File: src/hw/pirf_defines.svh
// register offsets, bit positions and reset values of the peripheral flag bank
`ifndef PIRF_DEFINES_SVH
`define PIRF_DEFINES_SVH

// ************************************************************
// register offsets
// ************************************************************
`define PIRF_ADDR_CAPCMP   12'h0712
`define PIRF_ADDR_MISC     12'h0713
`define PIRF_ADDR_MEAS     12'h0714
`define PIRF_ADDR_MASK6    12'h0720
`define PIRF_ADDR_MASK7    12'h0721
`define PIRF_ADDR_MASK8    12'h0722

// ************************************************************
// implemented bits
// ************************************************************
`define PIRF_IMPL_CAPCMP   8'h0f
`define PIRF_IMPL_MISC     8'h33
`define PIRF_IMPL_MEAS     8'h07
`define PIRF_IMPL_GATE     8'h01

// ************************************************************
// bit positions
// ************************************************************
`define PIRF_BIT_GATE      0
`define PIRF_BIT_CWG1      0
`define PIRF_BIT_CWG2      1
`define PIRF_BIT_OSC       4
`define PIRF_BIT_MEM       5
`define PIRF_BIT_MGEN      0
`define PIRF_BIT_MPER      1
`define PIRF_BIT_MPW       2

// ************************************************************
// reset values
// ************************************************************
`define PIRF_RST_BYTE      8'h00

`endif

File: src/hw/pirf_pkg.sv
// types of the peripheral flag bank
package pirf_pkg;
    typedef logic [11:0] pirf_addr_t;
    typedef logic [7:0]  pirf_byte_t;
endpackage : pirf_pkg
File: src/hw/pirf_flags.sv
// peripheral interrupt request flag bank with mask and interrupt output
// ************************************************************
// ************************************************************
`timescale 1ns/100ps

`include "pirf_defines.svh"

module pirf_flags
    import pirf_pkg::*;
#(
    parameter int unsigned NUM_CAPCMP = 4
)
(
    // clock and reset
    input  wire logic                   clk,
    input  wire logic                   rst_n,
    // register port
    input  wire pirf_pkg::pirf_addr_t   reg_addr,
    input  wire pirf_pkg::pirf_byte_t   reg_wdata,
    input  wire logic                   reg_wr,
    input  wire logic                   reg_rd,
    output pirf_pkg::pirf_byte_t        reg_rdata,
    // event strobes, one cycle each
    input  wire logic                   timer_gate_done,
    input  wire logic [NUM_CAPCMP-1:0]  capcmp_event,
    input  wire logic                   memory_op_done,
    input  wire logic                   numeric_osc_rollover,
    input  wire logic [1:0]             waveform_gen_shutdown,
    input  wire logic                   meas_timer_pulse_width,
    input  wire logic                   meas_timer_period,
    input  wire logic                   meas_timer_general,
    // gate flag register, written through its own strobe
    input  wire logic                   gate_flag_wr,
    input  wire logic                   gate_flag_wdata,
    output logic                        timer_one_gate_flag,
    // interrupt
    output logic                        irq
);

    import pirf_pkg::*;

    // ************************************************************
    // reset release
    // ************************************************************
    logic rst_meta_n;
    logic rst_sync_n;

    always_ff @(posedge clk or negedge rst_n)
    begin
        if (!rst_n)
        begin
            rst_meta_n <= 1'b0;
            rst_sync_n <= 1'b0;
        end
        else
        begin
            rst_meta_n <= 1'b1;
            rst_sync_n <= rst_meta_n;
        end
    end

    // ************************************************************
    // flag set vectors
    // ************************************************************
    pirf_byte_t set_capcmp;
    pirf_byte_t set_misc;
    pirf_byte_t set_meas;

    always_comb
    begin
        set_capcmp = `PIRF_RST_BYTE;
        set_misc   = `PIRF_RST_BYTE;
        set_meas   = `PIRF_RST_BYTE;
        set_capcmp[NUM_CAPCMP-1:0] = capcmp_event;
        set_misc[`PIRF_BIT_MEM]    = memory_op_done;
        set_misc[`PIRF_BIT_OSC]    = numeric_osc_rollover;
        set_misc[`PIRF_BIT_CWG1]   = waveform_gen_shutdown[0];
        set_misc[`PIRF_BIT_CWG2]   = waveform_gen_shutdown[1];
        set_meas[`PIRF_BIT_MPW]    = meas_timer_pulse_width;
        set_meas[`PIRF_BIT_MPER]   = meas_timer_period;
        set_meas[`PIRF_BIT_MGEN]   = meas_timer_general;
    end

    // ************************************************************
    // write decode
    // ************************************************************
    logic wr_capcmp;
    logic wr_misc;
    logic wr_meas;
    logic wr_mask6;
    logic wr_mask7;
    logic wr_mask8;

    assign wr_capcmp = reg_wr && (reg_addr == `PIRF_ADDR_CAPCMP);
    assign wr_misc   = reg_wr && (reg_addr == `PIRF_ADDR_MISC);
    assign wr_meas   = reg_wr && (reg_addr == `PIRF_ADDR_MEAS);
    assign wr_mask6  = reg_wr && (reg_addr == `PIRF_ADDR_MASK6);
    assign wr_mask7  = reg_wr && (reg_addr == `PIRF_ADDR_MASK7);
    assign wr_mask8  = reg_wr && (reg_addr == `PIRF_ADDR_MASK8);

    // ************************************************************
    // flag registers
    // ************************************************************
    pirf_byte_t capture_compare_flags;
    pirf_byte_t misc_peripheral_flags;
    pirf_byte_t measurement_timer_flags;
    pirf_byte_t next_capcmp;
    pirf_byte_t next_misc;
    pirf_byte_t next_meas;
    logic       next_gate;

    // write stores the value, then any set strobe forces ones
    always_comb
    begin
        next_capcmp = wr_capcmp ? reg_wdata : capture_compare_flags;
        next_misc   = wr_misc   ? reg_wdata : misc_peripheral_flags;
        next_meas   = wr_meas   ? reg_wdata : measurement_timer_flags;
        next_gate   = gate_flag_wr ? gate_flag_wdata : timer_one_gate_flag;
        next_capcmp = (next_capcmp | set_capcmp) & `PIRF_IMPL_CAPCMP;
        next_misc   = (next_misc | set_misc) & `PIRF_IMPL_MISC;
        next_meas   = (next_meas | set_meas) & `PIRF_IMPL_MEAS;
        next_gate   = next_gate | timer_gate_done;
    end

    always_ff @(posedge clk or negedge rst_sync_n)
    begin
        if (!rst_sync_n)
        begin
            capture_compare_flags   <= `PIRF_RST_BYTE;
            misc_peripheral_flags   <= `PIRF_RST_BYTE;
            measurement_timer_flags <= `PIRF_RST_BYTE;
            timer_one_gate_flag     <= 1'b0;
        end
        else
        begin
            capture_compare_flags   <= next_capcmp;
            misc_peripheral_flags   <= next_misc;
            measurement_timer_flags <= next_meas;
            timer_one_gate_flag     <= next_gate;
        end
    end

    // ************************************************************
    // mask registers
    // ************************************************************
    pirf_byte_t mask_capcmp;
    pirf_byte_t mask_misc;
    pirf_byte_t mask_meas;

    always_ff @(posedge clk or negedge rst_sync_n)
    begin
        if (!rst_sync_n)
        begin
            mask_capcmp <= `PIRF_RST_BYTE;
            mask_misc   <= `PIRF_RST_BYTE;
            mask_meas   <= `PIRF_RST_BYTE;
        end
        else
        begin
            if (wr_mask6)
                mask_capcmp <= reg_wdata & `PIRF_IMPL_CAPCMP;
            if (wr_mask7)
                mask_misc <= reg_wdata & `PIRF_IMPL_MISC;
            if (wr_mask8)
                mask_meas <= reg_wdata & `PIRF_IMPL_MEAS;
        end
    end

    // ************************************************************
    // read port
    // ************************************************************
    pirf_byte_t next_rdata;

    always_comb
    begin
        next_rdata = `PIRF_RST_BYTE;
        if (reg_rd)
        begin
            unique case (reg_addr)
                `PIRF_ADDR_CAPCMP: next_rdata = capture_compare_flags;
                `PIRF_ADDR_MISC:   next_rdata = misc_peripheral_flags;
                `PIRF_ADDR_MEAS:   next_rdata = measurement_timer_flags;
                `PIRF_ADDR_MASK6:  next_rdata = mask_capcmp;
                `PIRF_ADDR_MASK7:  next_rdata = mask_misc;
                `PIRF_ADDR_MASK8:  next_rdata = mask_meas;
                default:           next_rdata = `PIRF_RST_BYTE;
            endcase
        end
    end

    always_ff @(posedge clk or negedge rst_sync_n)
    begin
        if (!rst_sync_n)
            reg_rdata <= `PIRF_RST_BYTE;
        else
            reg_rdata <= next_rdata;
    end

    // ************************************************************
    // interrupt output
    // ************************************************************
    logic next_irq;

    assign next_irq = |(next_capcmp & mask_capcmp) || |(next_misc & mask_misc)
                   || |(next_meas & mask_meas);

    always_ff @(posedge clk or negedge rst_sync_n)
    begin
        if (!rst_sync_n)
            irq <= 1'b0;
        else
            irq <= next_irq;
    end

    // ************************************************************
    // checks
    // ************************************************************
    a_gate_set_wins: assert property (
        @(posedge clk) disable iff (!rst_sync_n)
        timer_gate_done |=> timer_one_gate_flag)
        else $error("gate flag not set after gate event");

    a_capcmp_set: assert property (
        @(posedge clk) disable iff (!rst_sync_n)
        capcmp_event[0] |=> capture_compare_flags[0])
        else $error("unit one flag not set after event");

    a_capcmp_hold: assert property (
        @(posedge clk) disable iff (!rst_sync_n)
        (capture_compare_flags[3] && !wr_capcmp) |=> capture_compare_flags[3])
        else $error("unit four flag dropped without a write");

    a_capcmp_unused: assert property (
        @(posedge clk) disable iff (!rst_sync_n)
        capture_compare_flags[7:4] == 4'h0)
        else $error("unused capture bits not zero");

    a_misc_layout: assert property (
        @(posedge clk) disable iff (!rst_sync_n)
        (misc_peripheral_flags & ~`PIRF_IMPL_MISC) == `PIRF_RST_BYTE)
        else $error("unused misc bits not zero");

    a_mem_done_set: assert property (
        @(posedge clk) disable iff (!rst_sync_n)
        memory_op_done |=> misc_peripheral_flags[5])
        else $error("memory flag not set");

    a_osc_set_clash: assert property (
        @(posedge clk) disable iff (!rst_sync_n)
        (numeric_osc_rollover && wr_misc && !reg_wdata[4]) |=> misc_peripheral_flags[4])
        else $error("oscillator set lost against clear");

    a_shutdown_set: assert property (
        @(posedge clk) disable iff (!rst_sync_n)
        waveform_gen_shutdown[1] |=> misc_peripheral_flags[1])
        else $error("generator two flag not set");

    a_meas_hold: assert property (
        @(posedge clk) disable iff (!rst_sync_n)
        (measurement_timer_flags[2] && !wr_meas) |=> measurement_timer_flags[2])
        else $error("pulse-width flag dropped without a write");

    a_meas_layout: assert property (
        @(posedge clk) disable iff (!rst_sync_n)
        meas_timer_period |=> measurement_timer_flags[1] && !measurement_timer_flags[7])
        else $error("period flag not at bit 1");

    a_sw_clear: assert property (
        @(posedge clk) disable iff (!rst_sync_n)
        (wr_meas && !reg_wdata[0] && !meas_timer_general) |=> !measurement_timer_flags[0])
        else $error("software clear ignored");

    a_irq_follows: assert property (
        @(posedge clk) disable iff (!rst_sync_n)
        (mask_capcmp == `PIRF_RST_BYTE && mask_misc == `PIRF_RST_BYTE
         && mask_meas == `PIRF_RST_BYTE && !wr_mask6 && !wr_mask7 && !wr_mask8)
        |=> !irq)
        else $error("interrupt raised with all masks clear");

    a_read_data: assert property (
        @(posedge clk) disable iff (!rst_sync_n)
        (reg_rd && reg_addr == `PIRF_ADDR_MEAS) |=> reg_rdata == $past(measurement_timer_flags))
        else $error("read data wrong");

    a_gate_clear: assert property (
        @(posedge clk) disable iff (!rst_sync_n)
        (gate_flag_wr && !gate_flag_wdata && !timer_gate_done) |=> !timer_one_gate_flag)
        else $error("gate flag not cleared by write");

    a_capcmp_edge: assert property (
        @(posedge clk) disable iff (!rst_sync_n)
        capcmp_event[1] |=> capture_compare_flags[1])
        else $error("unit two flag not set after event");

    a_capcmp_clash: assert property (
        @(posedge clk) disable iff (!rst_sync_n)
        (capcmp_event[0] && wr_capcmp && !reg_wdata[0]) |=> capture_compare_flags[0])
        else $error("unit one set lost against clear");

    a_mem_clash: assert property (
        @(posedge clk) disable iff (!rst_sync_n)
        (memory_op_done && wr_misc && !reg_wdata[`PIRF_BIT_MEM])
        |=> misc_peripheral_flags[`PIRF_BIT_MEM])
        else $error("memory set lost against clear");

    a_osc_set: assert property (
        @(posedge clk) disable iff (!rst_sync_n)
        numeric_osc_rollover |=> misc_peripheral_flags[`PIRF_BIT_OSC])
        else $error("oscillator flag not set");

    a_gen_one_set: assert property (
        @(posedge clk) disable iff (!rst_sync_n)
        waveform_gen_shutdown[0] |=> misc_peripheral_flags[`PIRF_BIT_CWG1])
        else $error("generator one flag not set");

    a_pw_clash: assert property (
        @(posedge clk) disable iff (!rst_sync_n)
        (meas_timer_pulse_width && wr_meas && !reg_wdata[`PIRF_BIT_MPW])
        |=> measurement_timer_flags[`PIRF_BIT_MPW])
        else $error("pulse-width set lost against clear");

    a_meas_gen_set: assert property (
        @(posedge clk) disable iff (!rst_sync_n)
        meas_timer_general |=> measurement_timer_flags[`PIRF_BIT_MGEN])
        else $error("general timer flag not set");

    a_irq_held: assert property (
        @(posedge clk) disable iff (!rst_sync_n)
        (|(measurement_timer_flags & mask_meas) && !wr_meas && !wr_mask8) |=> irq)
        else $error("interrupt low with a masked-in flag set");

    a_rdata_idle: assert property (
        @(posedge clk) disable iff (!rst_sync_n)
        !reg_rd |=> reg_rdata == `PIRF_RST_BYTE)
        else $error("read data not zero outside a read");

endmodule : pirf_flags

File: config.mk
export PLATFORM = sky130hd
export DESIGN_NAME = pirf_flags
export DESIGN_NICKNAME = d
export VERILOG_FILES = /design/src/hw/pirf_pkg.sv /design/src/hw/pirf_flags.sv
export VERILOG_INCLUDE_DIRS = /design/src /design/src/hw
export SDC_FILE = /design/constraint.sdc
export NUM_CORES = 1
export LEC_CHECK = 0
export ABC_CLOCK_PERIOD_IN_PS = 1050
export BUFFER_PORTS_ARGS = -buffer_cell sky130_fd_sc_hd__clkbuf_2
export CAP_MARGIN = 15
export CORE_MARGIN = 10
export CORE_UTILIZATION = 40
export CTS_CLUSTER_DIAMETER = 200
export CTS_CLUSTER_SIZE = 20
export DETAILED_ROUTE_END_ITERATION = 10
export REMOVE_ABC_BUFFERS = 1
export SLEW_MARGIN = 5
export SYNTH_ARGS = -nofsm -noshare
export SYNTH_HDL_FRONTEND = slang
export SYNTH_SLANG_ARGS = --single-unit
export TNS_END_PERCENT = 10
File: constraint.sdc
create_clock -name clk -period 1.05 [get_ports clk]
set_input_delay 0.21 -clock clk [delete_from_list [all_inputs] [get_ports clk]]
set_output_delay 0.21 -clock clk [all_outputs]
set_load 0.03 [all_outputs]
After elaboration in Yosys (flattened, before gate mapping) --
Cells that the tools add are included.
Storage, ports and cells: register bits after elaboration 34, logic and storage cells 41, bits of input ports 38
Cells by class: reductions and logical operators 11, multiplexer cells 6, eq/ne operators 6, bitwise operators 7
Operators by type and width (number):
- == test 12 x 11 -> 1 bit (second input constant) | 6
- one-hot mux 6 bit (6 select lines) | 1
- OR reduction 8 bit | 3
- 2-to-1 mux 8 bit | 1
- AND 6 bit | 1
- logical AND 1 bit | 6
- 2-to-1 mux 6 bit | 1
- OR 6 bit | 1
- AND 4 bit | 1
- 2-to-1 mux 4 bit | 1
- OR 4 bit | 1
- AND 3 bit | 1
- 2-to-1 mux 3 bit | 1
- OR 3 bit | 1
- logical OR 1 bit | 2
- 2-to-1 mux 1 bit | 1
- OR 1 bit | 1

Longest topological paths before layout --
depth after elaboration 8, depth in mapped cells 6

Least setup slack after synthesis --
Ideal clock, no wire load.
kind input port to flip-flop, from input reg_addr[3], to register irq, path buffers 1, setup time 0.145 ns, data required time 0.905 ns, stages on the path 6, arrival 1.729 ns, slack -0.824 ns, cell sequence or4b_1 buf_2 o41ai_2 a21boi_1 a2111oi_0 nand4_1
On the way: cells in the longest elaborated chain, start to end 8
Ends and longest elaborated chain:
- from (decl) | line pirf_flags.sv:18 | input wire pirf_pkg::pirf_addr_t reg_addr,
- == test 12 x 11 -> 1 bit
- logical AND 1 bit, on equally long branches | line pirf_flags.sv:94, pirf_flags.sv:95
- 2-to-1 mux 4 bit or 2-to-1 mux 6 bit (tied branches) | line pirf_flags.sv:115, pirf_flags.sv:116
- OR 4 bit or OR 6 bit (tied branches) | line pirf_flags.sv:119, pirf_flags.sv:120
- AND 4 bit or AND 6 bit (tied branches) | line pirf_flags.sv:204 | assign next_irq = |(next_capcmp & mask_capcmp) || |(next_misc & mask_misc)
- OR reduction 8 bit | line pirf_flags.sv:204
- logical OR 1 bit | line pirf_flags.sv:204
- logical OR 1 bit (*) | line pirf_flags.sv:205 | || |(next_meas & mask_meas);
- named net next_irq | line pirf_flags.sv:202 | logic next_irq;
- to (signal assigned) | line pirf_flags.sv:212 | irq <= next_irq;
- to (decl) | line pirf_flags.sv:37 | output logic irq
The timed path passes the listed nets; every way through them passes the cells marked *. A chain may end at the register's enable or synchronous reset.

Final worst setup path --
from input reg_addr[11], to register mask_meas[2]
On the way: cells in the longest elaborated chain, start to end 2
Ends and longest elaborated chain:
- == test 12 x 11 -> 1 bit
- logical AND 1 bit | line pirf_flags.sv:99 | assign wr_mask8 = reg_wr && (reg_addr == `PIRF_ADDR_MASK8);
- to (signal assigned) | line pirf_flags.sv:156 | mask_meas <= `PIRF_RST_BYTE;
- to (signal assigned) | line pirf_flags.sv:165 | mask_meas <= reg_wdata & `PIRF_IMPL_MEAS;
- to (decl) | line pirf_flags.sv:148 | pirf_byte_t mask_meas;
Every way passes these cells.

==> flow_metrics.env <==
export IMPL_clk_pin_slew_ns=0.06
export IMPL_critPathMaxFanout=3
export IMPL_layout_min_cycle_time_ns=1.77
export IMPL_cts_max_level=2
export IMPL_drive_above_1_share_pct=56.7
export IMPL_wl_um=5710
export IMPL_yosys_register_bits=32
export IMPL_fp_dieH_um=84.5
export IMPL_rr_startpoint="misc_peripheral_flags[0]$_DFF_PN0_"
export IMPL_crit_family="simple AND/OR/NAND/NOR gates"
export IMPL_hold_viol=0
export IMPL_drv_cap=0
export IMPL_hpwlAfterDp_um=4270
export IMPL_post_place_ws_ns=-1.24
export IMPL_coreArea_um2=4000
export IMPL_period_share_pct=169
export IMPL_max_freq_mhz=565
export IMPL_wl_per_cell_um=19.2
export IMPL_finClkSkew_ns=0.00829
export IMPL_grt_pass1_wl_um=9010
export IMPL_drt_first_pass_iters=5
export IMPL_r2r_cells=5
export IMPL_grt_usage_pct=15.5
export IMPL_power_density_nw_per_um2=931
export IMPL_insertedDiodeCount=0
export IMPL_synth_async_reset_ratio_pct=100
export IMPL_nets=285
export IMPL_die_area_um2=7130
export IMPL_outcome="finished with violations"
export IMPL_syn_mean_instance_area_um2=10.9
export IMPL_hp_class="in2reg"
export IMPL_drtAntennaViolNets=0
export IMPL_avgViaCountPerCell=5.55
export IMPL_worstPathRequired_ns=1.22
export IMPL_clk_latency_ns=0.28
export IMPL_crit_path_end_kind="register"
export IMPL_syn_to_final_growth_pct=59.8
export IMPL_io_pins=48
export IMPL_synth_top_area_share_pct=48.2
export IMPL_die_w_um=84.5
export IMPL_reg2reg_to="irq$_DFF_PN0_"
export IMPL_worstHoldPathCells=2
export IMPL_setup_slack_ns=-0.721
export IMPL_timing_critical_path_mode_cell="buf_4"
export IMPL_synth_common_cells="32 x dfrtp_1, 13 x nor2_1, 12 x mux2_2"
export IMPL_first_iter_violations=96
export IMPL_critical_path_max_stage_delay_ns=0.31
export IMPL_place_port_buffers=43
export IMPL_syn_inst=152
export IMPL_worstHoldEndpoint="timer_one_gate_flag$_DFF_PN0_"
export IMPL_reg2reg_setup_slack_ns=-0.42
export IMPL_path_buf_inv=4
export IMPL_cts_tree="done"
export IMPL_yosysTopAreaCell="dfrtp_1"
export IMPL_worst_path_stages=9
export IMPL_crit_arrival_ns=1.94
export IMPL_cts_buffer_depth=2
export IMPL_p_leak_nw=1.35
export IMPL_fin_setup_tns_ns=-13.62
export IMPL_grt_max_degree=31
export IMPL_antenna_found_initial=0
export IMPL_syn_area_um2=1660
export IMPL_setup_viol=28
export IMPL_start_util_pct=41.5
export IMPL_path_class="in2reg"
export IMPL_yosysMostFrequentCell="dfrtp_1"
export IMPL_hp_start="timer_gate_done"
export IMPL_synth_distinct_cells=44
export IMPL_seq_area_frac_synth_pct=48.2
export IMPL_slowest_stage="nor4b_4"
export IMPL_crit_chain="buf_6 > buf_4 > nor4b_4 > buf_4 > nand4b_1 > buf_4 > nor3b_4 > nand2_2 > mux2_2"
export IMPL_violations="setup timing"
export IMPL_clock_sinks=32
export IMPL_final_max_slew_viol_count=0
export IMPL_synth_edf_count=0
export IMPL_ys_flop_type="dfrtp_1"
export IMPL_clock_root_buffer="clkbuf_8"
export IMPL_yosysWarnings=0
export IMPL_critPathLaunchType="input port"
export IMPL_place_congestion=0.915
export IMPL_numCtsBuffers=5
export IMPL_grt_pass1_vias=1847
export IMPL_num_rows=23
export IMPL_synthTopCellsByArea="dfrtp_1 48%, mux2_2 8.1%, nor2_1 2.9%"
export IMPL_overflow=0
export IMPL_drcViolationCount=0
export IMPL_ir_drop_mv=0.692
export IMPL_grt_setup_unrepaired="true"
export IMPL_vias=1647
flip-flops by register name (all words and copies together) (netlist names):
name / flops
mask_capcmp: 4
measurement_timer_flags: 3
mask_meas: 3
reg_rdata: 6
capture_compare_flags: 4
timer_one_gate_flag: 1
irq: 1
rst_meta_n: 1
misc_peripheral_flags: 4
mask_misc: 4
rst_sync_n: 1
worst max-delay path by stage:
stage	slack (ns)	from	endpoint
after floorplan	-1.04	reg_addr[8]	irq$_DFF_PN0_
after global placement	-1.15	reg_addr[3]	irq$_DFF_PN0_
after detailed placement	-1.24	reg_addr[3]	irq$_DFF_PN0_
after CTS	-0.64	reg_addr[11]	irq$_DFF_PN0_
after global routing	-0.77	reg_addr[11]	mask_meas[2]$_DFFE_PN0P_
final	-0.72	reg_addr[11]	mask_meas[2]$_DFFE_PN0P_
layout make-up:
cell class,instances,area (um2)
Fill cell,316,1350
Inverter,9,33.8
Sequential cell,32,801
Clock inverter,1,5.00
Clock buffer,6,72.6
Multi-Input combinational cell,104,1020
Tap cell,50,62.6
Timing Repair Buffer,95,661
layer usage:
metal | track usage, % | vias to the layer above | share of wire (%) | wire length, um
li1 | - | 773 | - | -
met3 | 4.35 | 11 | 4.9 | 277
met1 | 16.8 | 803 | 41 | 2310
met5 | 0 | - | 0 | 0
met4 | 6.74 | 0 | 2.0 | 116
met2 | 27.4 | 60 | 53 | 3000
what timing repair did:
action | in CTS | in global routing
resized for setup | 27 | 34
pin swaps | 20 | 9
hold buffers | 1 | 0
setup buffers | 2 | 1
hold endpoints to repair | 2 | 0
endpoints found under the setup margin | 31 | 37
placed cells by master, fill, tap and decap left out, types with 2 or more instances in the layout:
cell type / instances
clkbuf_2: 33
conb_1: 3
clkbuf_8: 5
buf_4: 46
a222oi_1: 4
nand2_1: 7
inv_1: 9
buf_6: 8
a41oi_1: 3
nand3_2: 2
mux2i_1: 2
a21oi_1: 3
o211ai_1: 3
nor3_4: 2
dfrtp_1: 32
nor2_1: 12
nand4_1: 4
nand4b_1: 2
nor2b_1: 3
nand2_2: 2
mux2_2: 12
and4b_1: 2
a32oi_1: 2
buf_2: 6
o41ai_4: 6
report_power, final:
group	internal, mW	switching, mW
combinational	0.154	0.188
clock	0.450	0.433
sequential	1.24	0.00488
total	1.85	0.626
stage by stage:
stage	total power, mW	util [%]	hold slack, ns	std cells	cell area [um2]
2_1_floorplan	1.36	-	-0.0856	145	1630
3_3_place_gp	1.54	56.6	-0.00459	286	2260
3_5_place_dp	1.55	56.6	-0.00111	286	2260
4_1_cts	2.45	63.2	0.126	296	2530
5_1_grt	2.56	66.4	0.123	297	2660
6_report	2.47	66.4	0.126	297	2660
kinds of logic (layout without fill, tap and decap cells):
group	count (synthesis)	count (layout)	synth area share, %
flops	32	32	48.2
simple gates	51	51	18.6
other cells	2	3	0.452
compound gates	34	34	17.8
mux	16	16	10.5
buf+inv	17	111	4.37
No activity file was read; power rests on OpenSTA's default activity.
